File: src/lpc_pkg.sv
/*
  Shared constants and types of the loopback path control block: register
  addresses, field positions, reset values, qualification timing, carriers.
  Assumes a 32-bit AXI4-Lite register bus and a single 250 MHz clock.
*/
package lpc_pkg;

  // ==========
  // Register map
  // ==========
  localparam int ADDR_W = 8;
  localparam logic [7:0] CTRL_INDEX = 8'h05;
  localparam logic [7:0] CTRL_ADDR = {CTRL_INDEX[5:0], 2'b00};
  localparam logic [7:0] IRQ_STS_ADDR = 8'h20;
  localparam logic [7:0] IRQ_MASK_ADDR = 8'h24;
  localparam logic [7:0] RX_INFO2_ADDR = 8'h28;

  // ==========
  // Control register fields
  // ==========
  localparam int LOCAL_LOOP_BIT = 7;
  localparam int REMOTE_LOOP_BIT = 6;
  localparam int AUTO_LOOP_BIT = 5;
  localparam int ANALOG_LOOP_BIT = 4;
  localparam int JA_BYPASS_BIT = 3;
  localparam int ERR_SEL_MSB = 2;
  localparam int ERR_SEL_LSB = 0;
  localparam logic [7:0] CTRL_RESET = 8'h00;

  // ==========
  // Event, info and interrupt fields
  // ==========
  localparam int EVT_W = 2;
  localparam int EVT_ENTER_BIT = 0;
  localparam int EVT_EXIT_BIT = 1;
  localparam logic [EVT_W-1:0] EVT_RESET = 2'h0;
  localparam int INFO2_EFF_REMOTE_BIT = 0;
  localparam int INFO2_AUTO_LOOP_BIT = 1;

  // ==========
  // Timing
  // ==========
  localparam longint unsigned CLK_HZ = 250_000_000;
  localparam longint unsigned QUAL_TIME_S = 5;
  localparam int unsigned QUAL_CYCLES_DEF = 32'(QUAL_TIME_S * CLK_HZ);

  // ==========
  // Bus responses
  // ==========
  localparam logic [1:0] RESP_OKAY = 2'h0;
  localparam logic [1:0] RESP_SLVERR = 2'h2;

  // ==========
  // Types
  // ==========
  typedef struct packed {
    logic pos;
    logic neg;
  } lpc_pair_type;

  typedef struct packed {
    logic [ADDR_W-1:0] addr;
    logic [31:0] data;
    logic [3:0] strb;
  } lpc_wr_type;

  typedef enum logic [1:0] {
    LPC_AUTO_IDLE = 2'b01,
    LPC_AUTO_LOOPED = 2'b10
  } lpc_auto_state_type;

endpackage

File: src/lpc_qual_timer.sv
/*
  Qualification timer: pulses once after its detect input has been high for
  QUAL_CYCLES consecutive clock cycles.
  Assumes detect is synchronous to aclk.
*/
module lpc_qual_timer #(
  parameter int unsigned QUAL_CYCLES = lpc_pkg::QUAL_CYCLES_DEF,
  parameter int CNT_W = 32
) (
  input wire logic aclk,
  input wire logic aresetn,
  input wire logic clear,
  input wire logic detect,
  output logic qualified
);

  logic [CNT_W-1:0] cnt_q;

  // Any gap in detection restarts the count
  always_ff @(posedge aclk) begin
    if (!aresetn || clear || !detect) begin
      cnt_q <= '0;
    end else if (cnt_q != CNT_W'(QUAL_CYCLES)) begin
      cnt_q <= cnt_q + 1'b1;
    end
  end

  always_ff @(posedge aclk) begin
    if (!aresetn) begin
      qualified <= 1'b0;
    end else begin
      qualified <= !clear && detect && (cnt_q == CNT_W'(QUAL_CYCLES - 1));
    end
  end

endmodule // lpc_qual_timer

File: src/lpc_axil_port.sv
/*
  AXI4-Lite slave handshake: takes address and data in either order, hands a
  single write or read to the register file, returns registered responses.
  Assumes the register file decodes combinationally in the same cycle.
*/
module lpc_axil_port (
  input wire logic aclk,
  input wire logic aresetn,
  input wire logic [lpc_pkg::ADDR_W-1:0] s_axi_awaddr,
  input wire logic s_axi_awvalid,
  output logic s_axi_awready,
  input wire logic [31:0] s_axi_wdata,
  input wire logic [3:0] s_axi_wstrb,
  input wire logic s_axi_wvalid,
  output logic s_axi_wready,
  output logic [1:0] s_axi_bresp,
  output logic s_axi_bvalid,
  input wire logic s_axi_bready,
  input wire logic [lpc_pkg::ADDR_W-1:0] s_axi_araddr,
  input wire logic s_axi_arvalid,
  output logic s_axi_arready,
  output logic [31:0] s_axi_rdata,
  output logic [1:0] s_axi_rresp,
  output logic s_axi_rvalid,
  input wire logic s_axi_rready,
  output logic wr_en,
  output lpc_pkg::lpc_wr_type wr,
  input wire logic wr_ok,
  output logic [lpc_pkg::ADDR_W-1:0] rd_addr,
  input wire logic [31:0] rd_data,
  input wire logic rd_ok
);

  logic aw_have_q;
  logic w_have_q;
  logic ar_have_q;

  assign wr_en = aw_have_q && w_have_q && !s_axi_bvalid;

  // ==========
  // Write channels
  // ==========
  always_ff @(posedge aclk) begin
    if (!aresetn) begin
      s_axi_awready <= 1'b1;
      s_axi_wready <= 1'b1;
      s_axi_bvalid <= 1'b0;
      s_axi_bresp <= lpc_pkg::RESP_OKAY;
      aw_have_q <= 1'b0;
      w_have_q <= 1'b0;
      wr <= '0;
    end else begin
      if (s_axi_awvalid && s_axi_awready) begin
        wr.addr <= s_axi_awaddr;
        aw_have_q <= 1'b1;
        s_axi_awready <= 1'b0;
      end
      if (s_axi_wvalid && s_axi_wready) begin
        wr.data <= s_axi_wdata;
        wr.strb <= s_axi_wstrb;
        w_have_q <= 1'b1;
        s_axi_wready <= 1'b0;
      end
      if (wr_en) begin
        s_axi_bvalid <= 1'b1;
        s_axi_bresp <= wr_ok ? lpc_pkg::RESP_OKAY : lpc_pkg::RESP_SLVERR;
        aw_have_q <= 1'b0;
        w_have_q <= 1'b0;
      end
      if (s_axi_bvalid && s_axi_bready) begin
        s_axi_bvalid <= 1'b0;
        s_axi_awready <= 1'b1;
        s_axi_wready <= 1'b1;
      end
    end
  end

  // ==========
  // Read channels
  // ==========
  always_ff @(posedge aclk) begin
    if (!aresetn) begin
      s_axi_arready <= 1'b1;
      s_axi_rvalid <= 1'b0;
      s_axi_rdata <= '0;
      s_axi_rresp <= lpc_pkg::RESP_OKAY;
      ar_have_q <= 1'b0;
      rd_addr <= '0;
    end else begin
      if (s_axi_arvalid && s_axi_arready) begin
        rd_addr <= s_axi_araddr;
        ar_have_q <= 1'b1;
        s_axi_arready <= 1'b0;
      end
      if (ar_have_q) begin
        s_axi_rvalid <= 1'b1;
        s_axi_rdata <= rd_ok ? rd_data : '0;
        s_axi_rresp <= rd_ok ? lpc_pkg::RESP_OKAY : lpc_pkg::RESP_SLVERR;
        ar_have_q <= 1'b0;
      end
      if (s_axi_rvalid && s_axi_rready) begin
        s_axi_rvalid <= 1'b0;
        s_axi_arready <= 1'b1;
      end
    end
  end

endmodule // lpc_axil_port

File: src/lpc_loopback_ctrl.sv
/*
  Loopback path control: control register, automatic remote loopback
  sequencer, loop data-path selection and event interrupt.
  Assumes line and recovered data are bit-rate samples synchronous to aclk,
  and the loop code detectors deliver levels synchronous to aclk.
*/

// Behaviour
// RULE_01: Local loop sends transmit data into receive.
// RULE_02: Remote loop sends recovered data to transmit.
// RULE_03: Remote loop ignores transmit inputs, receive normal.
// RULE_04: Five-second loop-up enters loop, sets info.
// RULE_05: Five-second loop-down leaves loop, clears info.
// RULE_06: Enable falling edge returns sequencer to idle.
// RULE_07: Remote loop is manual OR automatic.
// RULE_08: Analog loop feeds line output to receiver.
// RULE_09: Jitter bypass skips attenuator, backplane clock not. Code ignores the bypass in local loop and on remote-loop transmit.
// RULE_10: Low three bits select error count source.
// RULE_11: Qualification restarts whenever detection drops.
module lpc_loopback_ctrl #(
  parameter int unsigned QUAL_CYCLES = lpc_pkg::QUAL_CYCLES_DEF
) (
  input wire logic aclk,
  input wire logic aresetn,
  input wire logic [lpc_pkg::ADDR_W-1:0] s_axi_awaddr,
  input wire logic s_axi_awvalid,
  output logic s_axi_awready,
  input wire logic [31:0] s_axi_wdata,
  input wire logic [3:0] s_axi_wstrb,
  input wire logic s_axi_wvalid,
  output logic s_axi_wready,
  output logic [1:0] s_axi_bresp,
  output logic s_axi_bvalid,
  input wire logic s_axi_bready,
  input wire logic [lpc_pkg::ADDR_W-1:0] s_axi_araddr,
  input wire logic s_axi_arvalid,
  output logic s_axi_arready,
  output logic [31:0] s_axi_rdata,
  output logic [1:0] s_axi_rresp,
  output logic s_axi_rvalid,
  input wire logic s_axi_rready,
  input wire logic loop_up_detect,
  input wire logic loop_down_detect,
  input wire logic ja_enable,
  input wire lpc_pkg::lpc_pair_type tx_data_in,
  input wire lpc_pkg::lpc_pair_type cdr_data,
  input wire lpc_pkg::lpc_pair_type ja_data_out,
  input wire lpc_pkg::lpc_pair_type rx_line_in,
  output lpc_pkg::lpc_pair_type tx_line_out,
  output lpc_pkg::lpc_pair_type rx_front_in,
  output lpc_pkg::lpc_pair_type ja_data_in,
  output lpc_pkg::lpc_pair_type rx_data_out,
  output logic backplane_clk_use_ja,
  output logic [2:0] err_count_sel,
  output logic remote_loop_active,
  output logic auto_loop_active,
  output logic irq
);

  // ==========
  // Declarations
  // ==========
  logic wr_en;
  lpc_pkg::lpc_wr_type wr;
  logic wr_ok;
  logic [lpc_pkg::ADDR_W-1:0] rd_addr;
  logic [31:0] rd_data;
  logic rd_ok;

  logic [7:0] ctrl_q;
  logic [lpc_pkg::EVT_W-1:0] evt_sts_q;
  logic [lpc_pkg::EVT_W-1:0] evt_sts_d;
  logic [lpc_pkg::EVT_W-1:0] evt_mask_q;
  logic [lpc_pkg::EVT_W-1:0] evt_set;
  logic [lpc_pkg::EVT_W-1:0] evt_clr;

  lpc_pkg::lpc_auto_state_type auto_state_q;
  lpc_pkg::lpc_auto_state_type auto_state_d;
  logic auto_en_prev_q;
  logic auto_en;
  logic auto_fall;
  logic up_qualified;
  logic down_qualified;
  logic up_clear;
  logic down_clear;
  logic eff_remote;
  lpc_pkg::lpc_pair_type rx_src;

  function automatic logic addr_known(input logic [lpc_pkg::ADDR_W-1:0] a);
    addr_known = (a == lpc_pkg::CTRL_ADDR) || (a == lpc_pkg::IRQ_STS_ADDR) ||
                 (a == lpc_pkg::IRQ_MASK_ADDR) || (a == lpc_pkg::RX_INFO2_ADDR);
  endfunction

  function automatic logic wr_hit(input logic [lpc_pkg::ADDR_W-1:0] a);
    wr_hit = wr_en && wr.strb[0] && (wr.addr == a);
  endfunction

  // ==========
  // Bus slave
  // ==========
  lpc_axil_port u_port (
    .aclk(aclk),
    .aresetn(aresetn),
    .s_axi_awaddr(s_axi_awaddr),
    .s_axi_awvalid(s_axi_awvalid),
    .s_axi_awready(s_axi_awready),
    .s_axi_wdata(s_axi_wdata),
    .s_axi_wstrb(s_axi_wstrb),
    .s_axi_wvalid(s_axi_wvalid),
    .s_axi_wready(s_axi_wready),
    .s_axi_bresp(s_axi_bresp),
    .s_axi_bvalid(s_axi_bvalid),
    .s_axi_bready(s_axi_bready),
    .s_axi_araddr(s_axi_araddr),
    .s_axi_arvalid(s_axi_arvalid),
    .s_axi_arready(s_axi_arready),
    .s_axi_rdata(s_axi_rdata),
    .s_axi_rresp(s_axi_rresp),
    .s_axi_rvalid(s_axi_rvalid),
    .s_axi_rready(s_axi_rready),
    .wr_en(wr_en),
    .wr(wr),
    .wr_ok(wr_ok),
    .rd_addr(rd_addr),
    .rd_data(rd_data),
    .rd_ok(rd_ok)
  );

  assign wr_ok = addr_known(wr.addr) && (wr.addr != lpc_pkg::RX_INFO2_ADDR);
  assign rd_ok = addr_known(rd_addr);

  always_comb begin
    rd_data = '0;
    case (rd_addr)
      lpc_pkg::CTRL_ADDR: begin
        rd_data[7:0] = ctrl_q;
      end
      lpc_pkg::IRQ_STS_ADDR: begin
        rd_data[lpc_pkg::EVT_W-1:0] = evt_sts_q;
      end
      lpc_pkg::IRQ_MASK_ADDR: begin
        rd_data[lpc_pkg::EVT_W-1:0] = evt_mask_q;
      end
      lpc_pkg::RX_INFO2_ADDR: begin
        rd_data[lpc_pkg::INFO2_AUTO_LOOP_BIT] = auto_loop_active;
        rd_data[lpc_pkg::INFO2_EFF_REMOTE_BIT] = remote_loop_active;
      end
      default: begin
        rd_data = '0;
      end
    endcase
  end

  // ==========
  // Control register
  // ==========
  always_ff @(posedge aclk) begin
    if (!aresetn) begin
      ctrl_q <= lpc_pkg::CTRL_RESET;
    end else if (wr_hit(lpc_pkg::CTRL_ADDR)) begin
      ctrl_q <= wr.data[7:0];
    end
  end

  assign auto_en = ctrl_q[lpc_pkg::AUTO_LOOP_BIT];

  // Error count source select is registered once on its way to the counter block
  always_ff @(posedge aclk) begin
    if (!aresetn) begin
      err_count_sel <= '0;
    end else begin
      err_count_sel <= ctrl_q[lpc_pkg::ERR_SEL_MSB:lpc_pkg::ERR_SEL_LSB]; // [RULE_10]
    end
  end

  // ==========
  // Automatic remote loopback sequencer
  // ==========
  always_ff @(posedge aclk) begin
    if (!aresetn) begin
      auto_en_prev_q <= 1'b0;
    end else begin
      auto_en_prev_q <= auto_en;
    end
  end

  assign auto_fall = auto_en_prev_q && !auto_en; // [RULE_06]

  // Each timer only runs in the state where its code matters
  assign up_clear = !auto_en || (auto_state_q != lpc_pkg::LPC_AUTO_IDLE);
  assign down_clear = !auto_en || (auto_state_q != lpc_pkg::LPC_AUTO_LOOPED);

  lpc_qual_timer #(
    .QUAL_CYCLES(QUAL_CYCLES)
  ) u_up_timer (
    .aclk(aclk),
    .aresetn(aresetn),
    .clear(up_clear),
    .detect(loop_up_detect), // [RULE_11]
    .qualified(up_qualified)
  );

  lpc_qual_timer #(
    .QUAL_CYCLES(QUAL_CYCLES)
  ) u_down_timer (
    .aclk(aclk),
    .aresetn(aresetn),
    .clear(down_clear),
    .detect(loop_down_detect), // [RULE_11]
    .qualified(down_qualified)
  );

  always_comb begin
    auto_state_d = auto_state_q;
    evt_set = '0;
    case (auto_state_q)
      lpc_pkg::LPC_AUTO_IDLE: begin
        if (auto_en && !auto_fall && up_qualified) begin
          auto_state_d = lpc_pkg::LPC_AUTO_LOOPED; // [RULE_04]
          evt_set[lpc_pkg::EVT_ENTER_BIT] = 1'b1;
        end
      end
      lpc_pkg::LPC_AUTO_LOOPED: begin
        if (auto_fall) begin
          auto_state_d = lpc_pkg::LPC_AUTO_IDLE; // [RULE_06]
        end else if (down_qualified) begin
          auto_state_d = lpc_pkg::LPC_AUTO_IDLE; // [RULE_05]
          evt_set[lpc_pkg::EVT_EXIT_BIT] = 1'b1;
        end
      end
      default: begin
        auto_state_d = lpc_pkg::LPC_AUTO_IDLE;
      end
    endcase
  end

  always_ff @(posedge aclk) begin
    if (!aresetn) begin
      auto_state_q <= lpc_pkg::LPC_AUTO_IDLE;
    end else begin
      auto_state_q <= auto_state_d;
    end
  end

  assign eff_remote = ctrl_q[lpc_pkg::REMOTE_LOOP_BIT] || (auto_state_q == lpc_pkg::LPC_AUTO_LOOPED); // [RULE_07]

  // Info bit follows the sequencer state
  always_ff @(posedge aclk) begin
    if (!aresetn) begin
      auto_loop_active <= 1'b0;
      remote_loop_active <= 1'b0;
    end else begin
      auto_loop_active <= (auto_state_q == lpc_pkg::LPC_AUTO_LOOPED); // [RULE_04] [RULE_05]
      remote_loop_active <= eff_remote;
    end
  end

  // ==========
  // Events and interrupt
  // ==========
  assign evt_clr = wr_hit(lpc_pkg::IRQ_STS_ADDR) ? wr.data[lpc_pkg::EVT_W-1:0] : '0;
  assign evt_sts_d = (evt_sts_q & ~evt_clr) | evt_set;

  always_ff @(posedge aclk) begin
    if (!aresetn) begin
      evt_sts_q <= lpc_pkg::EVT_RESET;
    end else begin
      evt_sts_q <= evt_sts_d;
    end
  end

  always_ff @(posedge aclk) begin
    if (!aresetn) begin
      evt_mask_q <= lpc_pkg::EVT_RESET;
    end else if (wr_hit(lpc_pkg::IRQ_MASK_ADDR)) begin
      evt_mask_q <= wr.data[lpc_pkg::EVT_W-1:0];
    end
  end

  always_ff @(posedge aclk) begin
    if (!aresetn) begin
      irq <= 1'b0;
    end else begin
      irq <= |(evt_sts_d & evt_mask_q);
    end
  end

  // ==========
  // Data paths
  // ==========
  // Receive source before attenuation: looped transmit data or recovered data
  assign rx_src = ctrl_q[lpc_pkg::LOCAL_LOOP_BIT] ? tx_data_in : cdr_data; // [RULE_01]

  always_ff @(posedge aclk) begin
    if (!aresetn) begin
      tx_line_out <= '0;
      rx_front_in <= '0;
      ja_data_in <= '0;
      rx_data_out <= '0;
      backplane_clk_use_ja <= 1'b0;
    end else begin
      // Transmit inputs are dropped while remote loop owns the line
      if (eff_remote) begin
        tx_line_out <= ja_enable ? ja_data_out : cdr_data; // [RULE_02] [RULE_03]
      end else begin
        tx_line_out <= tx_data_in; // [RULE_01]
      end
      // In analog loop the receiver front end hears our own line driver, not the line
      rx_front_in <= ctrl_q[lpc_pkg::ANALOG_LOOP_BIT] ? tx_line_out : rx_line_in; // [RULE_08]
      ja_data_in <= eff_remote ? cdr_data : rx_src; // [RULE_02]
      if (ctrl_q[lpc_pkg::LOCAL_LOOP_BIT]) begin
        rx_data_out <= ja_enable ? ja_data_out : rx_src; // [RULE_01]
      end else if (ja_enable && !ctrl_q[lpc_pkg::JA_BYPASS_BIT]) begin
        rx_data_out <= ja_data_out; // [RULE_03]
      end else begin
        rx_data_out <= cdr_data; // [RULE_09]
      end
      backplane_clk_use_ja <= ja_enable; // [RULE_09]
    end
  end

endmodule // lpc_loopback_ctrl

File: config.mk
export PLATFORM = sky130hd
export DESIGN_NAME = lpc_loopback_ctrl
export DESIGN_NICKNAME = d
export VERILOG_FILES = /design/src/lpc_pkg.sv /design/src/lpc_qual_timer.sv /design/src/lpc_axil_port.sv /design/src/lpc_loopback_ctrl.sv
export SDC_FILE = /design/constraint.sdc
export NUM_CORES = 1
export LEC_CHECK = 0
export BUFFER_PORTS_ARGS = -buffer_cell sky130_fd_sc_hd__buf_2
export CELL_PAD_IN_SITES_DETAIL_PLACEMENT = 1
export CELL_PAD_IN_SITES_GLOBAL_PLACEMENT = 1
export CORE_UTILIZATION = 44
export DETAILED_ROUTE_END_ITERATION = 6
export PLACE_DENSITY_LB_ADDON = 0.1
export SETUP_SLACK_MARGIN = 0.5
export SLEW_MARGIN = 20
export SYNTH_ARGS = -nofsm -noshare
export SYNTH_HDL_FRONTEND = slang
export SYNTH_SLANG_ARGS = --single-unit
File: constraint.sdc
create_clock -name aclk -period 5.7 [get_ports aclk]
set_clock_uncertainty 0.05 [all_clocks]
set_input_delay 0.285 -clock aclk [delete_from_list [all_inputs] [get_ports aclk]]
set_output_delay 0.285 -clock aclk [all_outputs]
set_load 0.02 [all_outputs]
==> implementation parameters <==
Parameter                              Value

Die
  Top-level I/O count    126
  Chip width    122 µm
  Number of placement rows    43
  Chip Height    122 µm
  Die Outline Area    15000 µm²
  Placeable core area    14000 µm²
  Initial Utilization    0.455

CTS
  Post-CTS Setup Inserts    0
  # hold bufs at CTS    0
  Clk buf depth    2
  Inserted Clock Buffers    17
  Gates resized, CTS repair    0
  CTS H-tree lvls    4
  Clock tree from TritonCTS    yes
  Root Buffer Master    clkbuf_16
  Number of sinks on the clock net    139
  Reg clk slew, reported paths    60 ps
  Clock latency of the later-clocked register in the worst-skew pair    420 ps

Routing
  Routed Antenna Nets    0
  Violation count after the first detailed-route iteration    189
  Number of detailed-routing iterations run before antenna repair    4
  Via count    5489
  Routed wire length per instance    16.0 µm
  Residual DRC count    0
  Detail-routed via count per cell    5.53
  Routed wire length    15900 µm

Placed design
  Port buffer count    72
  Placed instance area    6700 µm²
  Gp weighted congestion    0.786
  Count of placed standard cells including taps    960
  Detailed placement HPWL    11300 µm

Power and ir drop
  Power density over the cells    298 nW/µm²
  Leakage    2.62 nW
  VDD IR-drop max    0.000209 V

GRT
  Maximum number of pins on one net before global-route repair    56
  Global-route total usage across every layer    0.227
  Global-route wire length before repair    26900 µm
  Number of antenna violations at the first check in global routing    0
  Remaining global-route overflow    0
  Number of global-route vias before repair    5554

Worst setup path
  Worst path top cell family by delay    simple AND/OR/NAND/NOR gates
  Reg-to-Reg End    u_up_timer.qualified
  Reg-to-reg critical path startpoint    ctrl_q[5]
  Largest fanout of any net on the critical path    29
  Data required, critical path    5970 ps
  Total number of cells along the worst setup path    4
  Cells on worst reg2reg path    4
  Cells traversed along the worst timing path    nand4b_1 -> or2_2 -> or4b_2 -> nor4_1
  Path type of the worst setup path    flop to flop
  Crit path launch type    flop
  Capturing instance or port of the critical path    u_up_timer.qualified
  Slowest cell on crit path    or4b_2
  Data arrival time of the critical path    2590 ps
  Critical path origin    ctrl_q[5]
  Largest stage delay on the critical path    700 ps
  CP endpoint kind    flop
  FF-to-FF setup slack    3380 ps
  Combined buffer and inverter count along the critical path    0

STA
  Slew @ Worst Pin    939 ps
  Count of endpoints failing hold in the final timing report    0
  Number of max-slew violations in the final report    0
  Peak Freq    0.431 GHz
  Unrepaired setup endpoints after global routing    no
  Worst slew margin relative to its limit    0.374
  Final critical path time including I/O delays and setup    2320 ps
  Summed negative setup slack over all endpoints    0 ps
  Total of endpoints with negative setup slack in the final report    0
  Post-route clock period utilization    0.407

Synthesis
  Number of library cell types mapped by synthesis    57
  Count of flip-flops with a built-in enable after synthesis    0
  Seq/Total Area, Yosys    0.437
  Async set-or-reset flop fraction in the synthesized netlist    0
  Average instance area after synthesis    8.52 µm²
  Post-synthesis cell count    747
  Netlist area before placement    6360 µm²
  Top_reg_cell synth    dfxtp_1
  Synth warn    0
  Synth Register Bits    139

Flow run
  Max Cap Violations    0

Layout
  Multi-input gate area in the final layout    3260 µm²
  Synth-to-layout area growth    14.3%
  Number of antenna repair diodes    0
  Finished layout cell area    7270 µm²
  Fillcell total    1713
  Fraction of final layout cells with drive strength greater than 1    0.144
  Register area    2780 µm²
  Nets@finish    873
  Final cell count without fillers    992

Hold path
  Class of the tightest hold or removal check    input port to flop

Status
  Outcome    completed
[cell usage after synthesis (3+ instances only)]
cell type    n  area (µm²)
or4_1       19         143
a211oi_1     3        22.5
clkbuf_1    28         105
nor4_1      10        62.6
nand4_1     20         125
o21a_1       4        30.0
nor4b_1      8        70.1
or3_1       20         125
o31ai_1     17         128
o21ai_0     26         130
nand2b_1     7        43.8
dfxtp_1    139        2780
nand2_1     74         278
and4_1      11        96.3
xor2_1      12         105
and3_1       6        37.5
nand3b_1     5        37.5
nor2_1      52         195
nand4_2      3        37.5
inv_1       19        71.3
and4b_1      4        40.0
nor2b_1     14        87.6
buf_4       26         195
buf_1        3        11.3
nor3_1      16        80.1
buf_2        5        25.0
xnor2_1      6        52.6
mux2i_1     26         260
a21oi_1     71         355
and2_1      12        75.1
nand3_1     40         200
nand4b_1     3        26.3
ha_1         4        50.1
[metal layers]
layer  vias up  share of wire  GRT usage
met5         -              0          0
met4         0          0.012     0.0663
met3        18          0.025     0.0516
met2        73           0.51      0.396
met1      2658           0.45      0.277
li1       2740              -          -
[stage by stage]
| step | hold WS [ps] | util | power, mW | worst slack, ps |
|---|---|---|---|---|
| after global routing | 35.6 | 0.520 | 2.25 | 3190 |
| after global placement | 395 | 0.479 | 1.12 | 3300 |
| after floorplan | 335 | - | 1.11 | 3850 |
| after detailed placement | 401 | 0.479 | 1.13 | 3250 |
| after CTS | 33.4 | 0.520 | 2.19 | 3230 |
| final | 42.9 | 0.520 | 2.17 | 3380 |
[worst reg2reg max path: stages (launching register included)]
cell and delay (ps):
dfxtp_1 480, nand4b_1 230, or2_2 570, or4b_2 710, nor4_1 180
[sequential cells by signal, indices dropped and copies added (netlist names), 3 cells and up]
register,cells
u_down_timer.cnt_q,32
u_up_timer.cnt_q,32
u_port.wr,17
ctrl_q,8
u_port.rd_addr,8
u_port.s_axi_rdata,8
err_count_sel,3
[power by group]
| group | internal (mW) | switching, mW | leakage, nW |
|---|---|---|---|
| Combinational | 0.0332 | 0.0684 | 1.22 |
| Clock | 0.626 | 0.436 | 0.273 |
| Sequential | 0.991 | 0.0163 | 1.13 |
| Total | 1.65 | 0.520 | 2.62 |
[logic make-up after synthesis]
kind of cell               Yosys count  share of synthesized area
and+or+nand+nor                    336                      0.293
DFF                                139                      0.437
AOI/OAI and AO/OA                  137                      0.126
buffers and inverters               84                     0.0662
muxes                               28                     0.0444
xor gates and xnor gates            18                     0.0248
adders and majority gates            4                    0.00786
other                                1                   0.000589
[cell type report]
cell class                 instances  area share
multi-input combinational        549       0.448
clock inverter                    12      0.0158
tap                              180      0.0310
timing repair buffer              72      0.0495
clock buffer                      20      0.0628
sequential                       139       0.383
inverter                          20      0.0103
[worst min-delay path by stage]
| stage | from | end | cells after the start |
|---|---|---|---|
| finish | s_axi_wvalid | u_port.s_axi_wready | 2 |
| global route | s_axi_wvalid | u_port.s_axi_wready | 2 |
| CTS | s_axi_wvalid | u_port.s_axi_wready | 2 |
| detailed placement | u_port.wr[43] | u_port.wr[43] | 2 |
| global placement | u_port.wr[9] | u_port.wr[9] | 2 |
| floorplan | s_axi_wvalid | u_port.s_axi_wready | 1 |
[layout by cell type (no fill, tap or decap), types with 5 or more instances in the layout]
master       n
nor4b_1      8
xor2_1      12
nor4_1      10
conb_1      26
and4_1      11
mux2i_1     26
o31ai_1     17
nand4_1     20
and3_1       6
nor2_1      52
clkbuf_16   17
o21ai_0     26
nand2_1     74
a21oi_1     71
xnor2_1      6
or4_1       19
buf_2       72
dfxtp_1    139
nand3b_1     5
and2_1      12
nand2b_1     7
nor3_1      16
inv_1       19
nor2b_1     14
nand3_1     39
or3_1       20
Power figures use the tool's default switching activity.
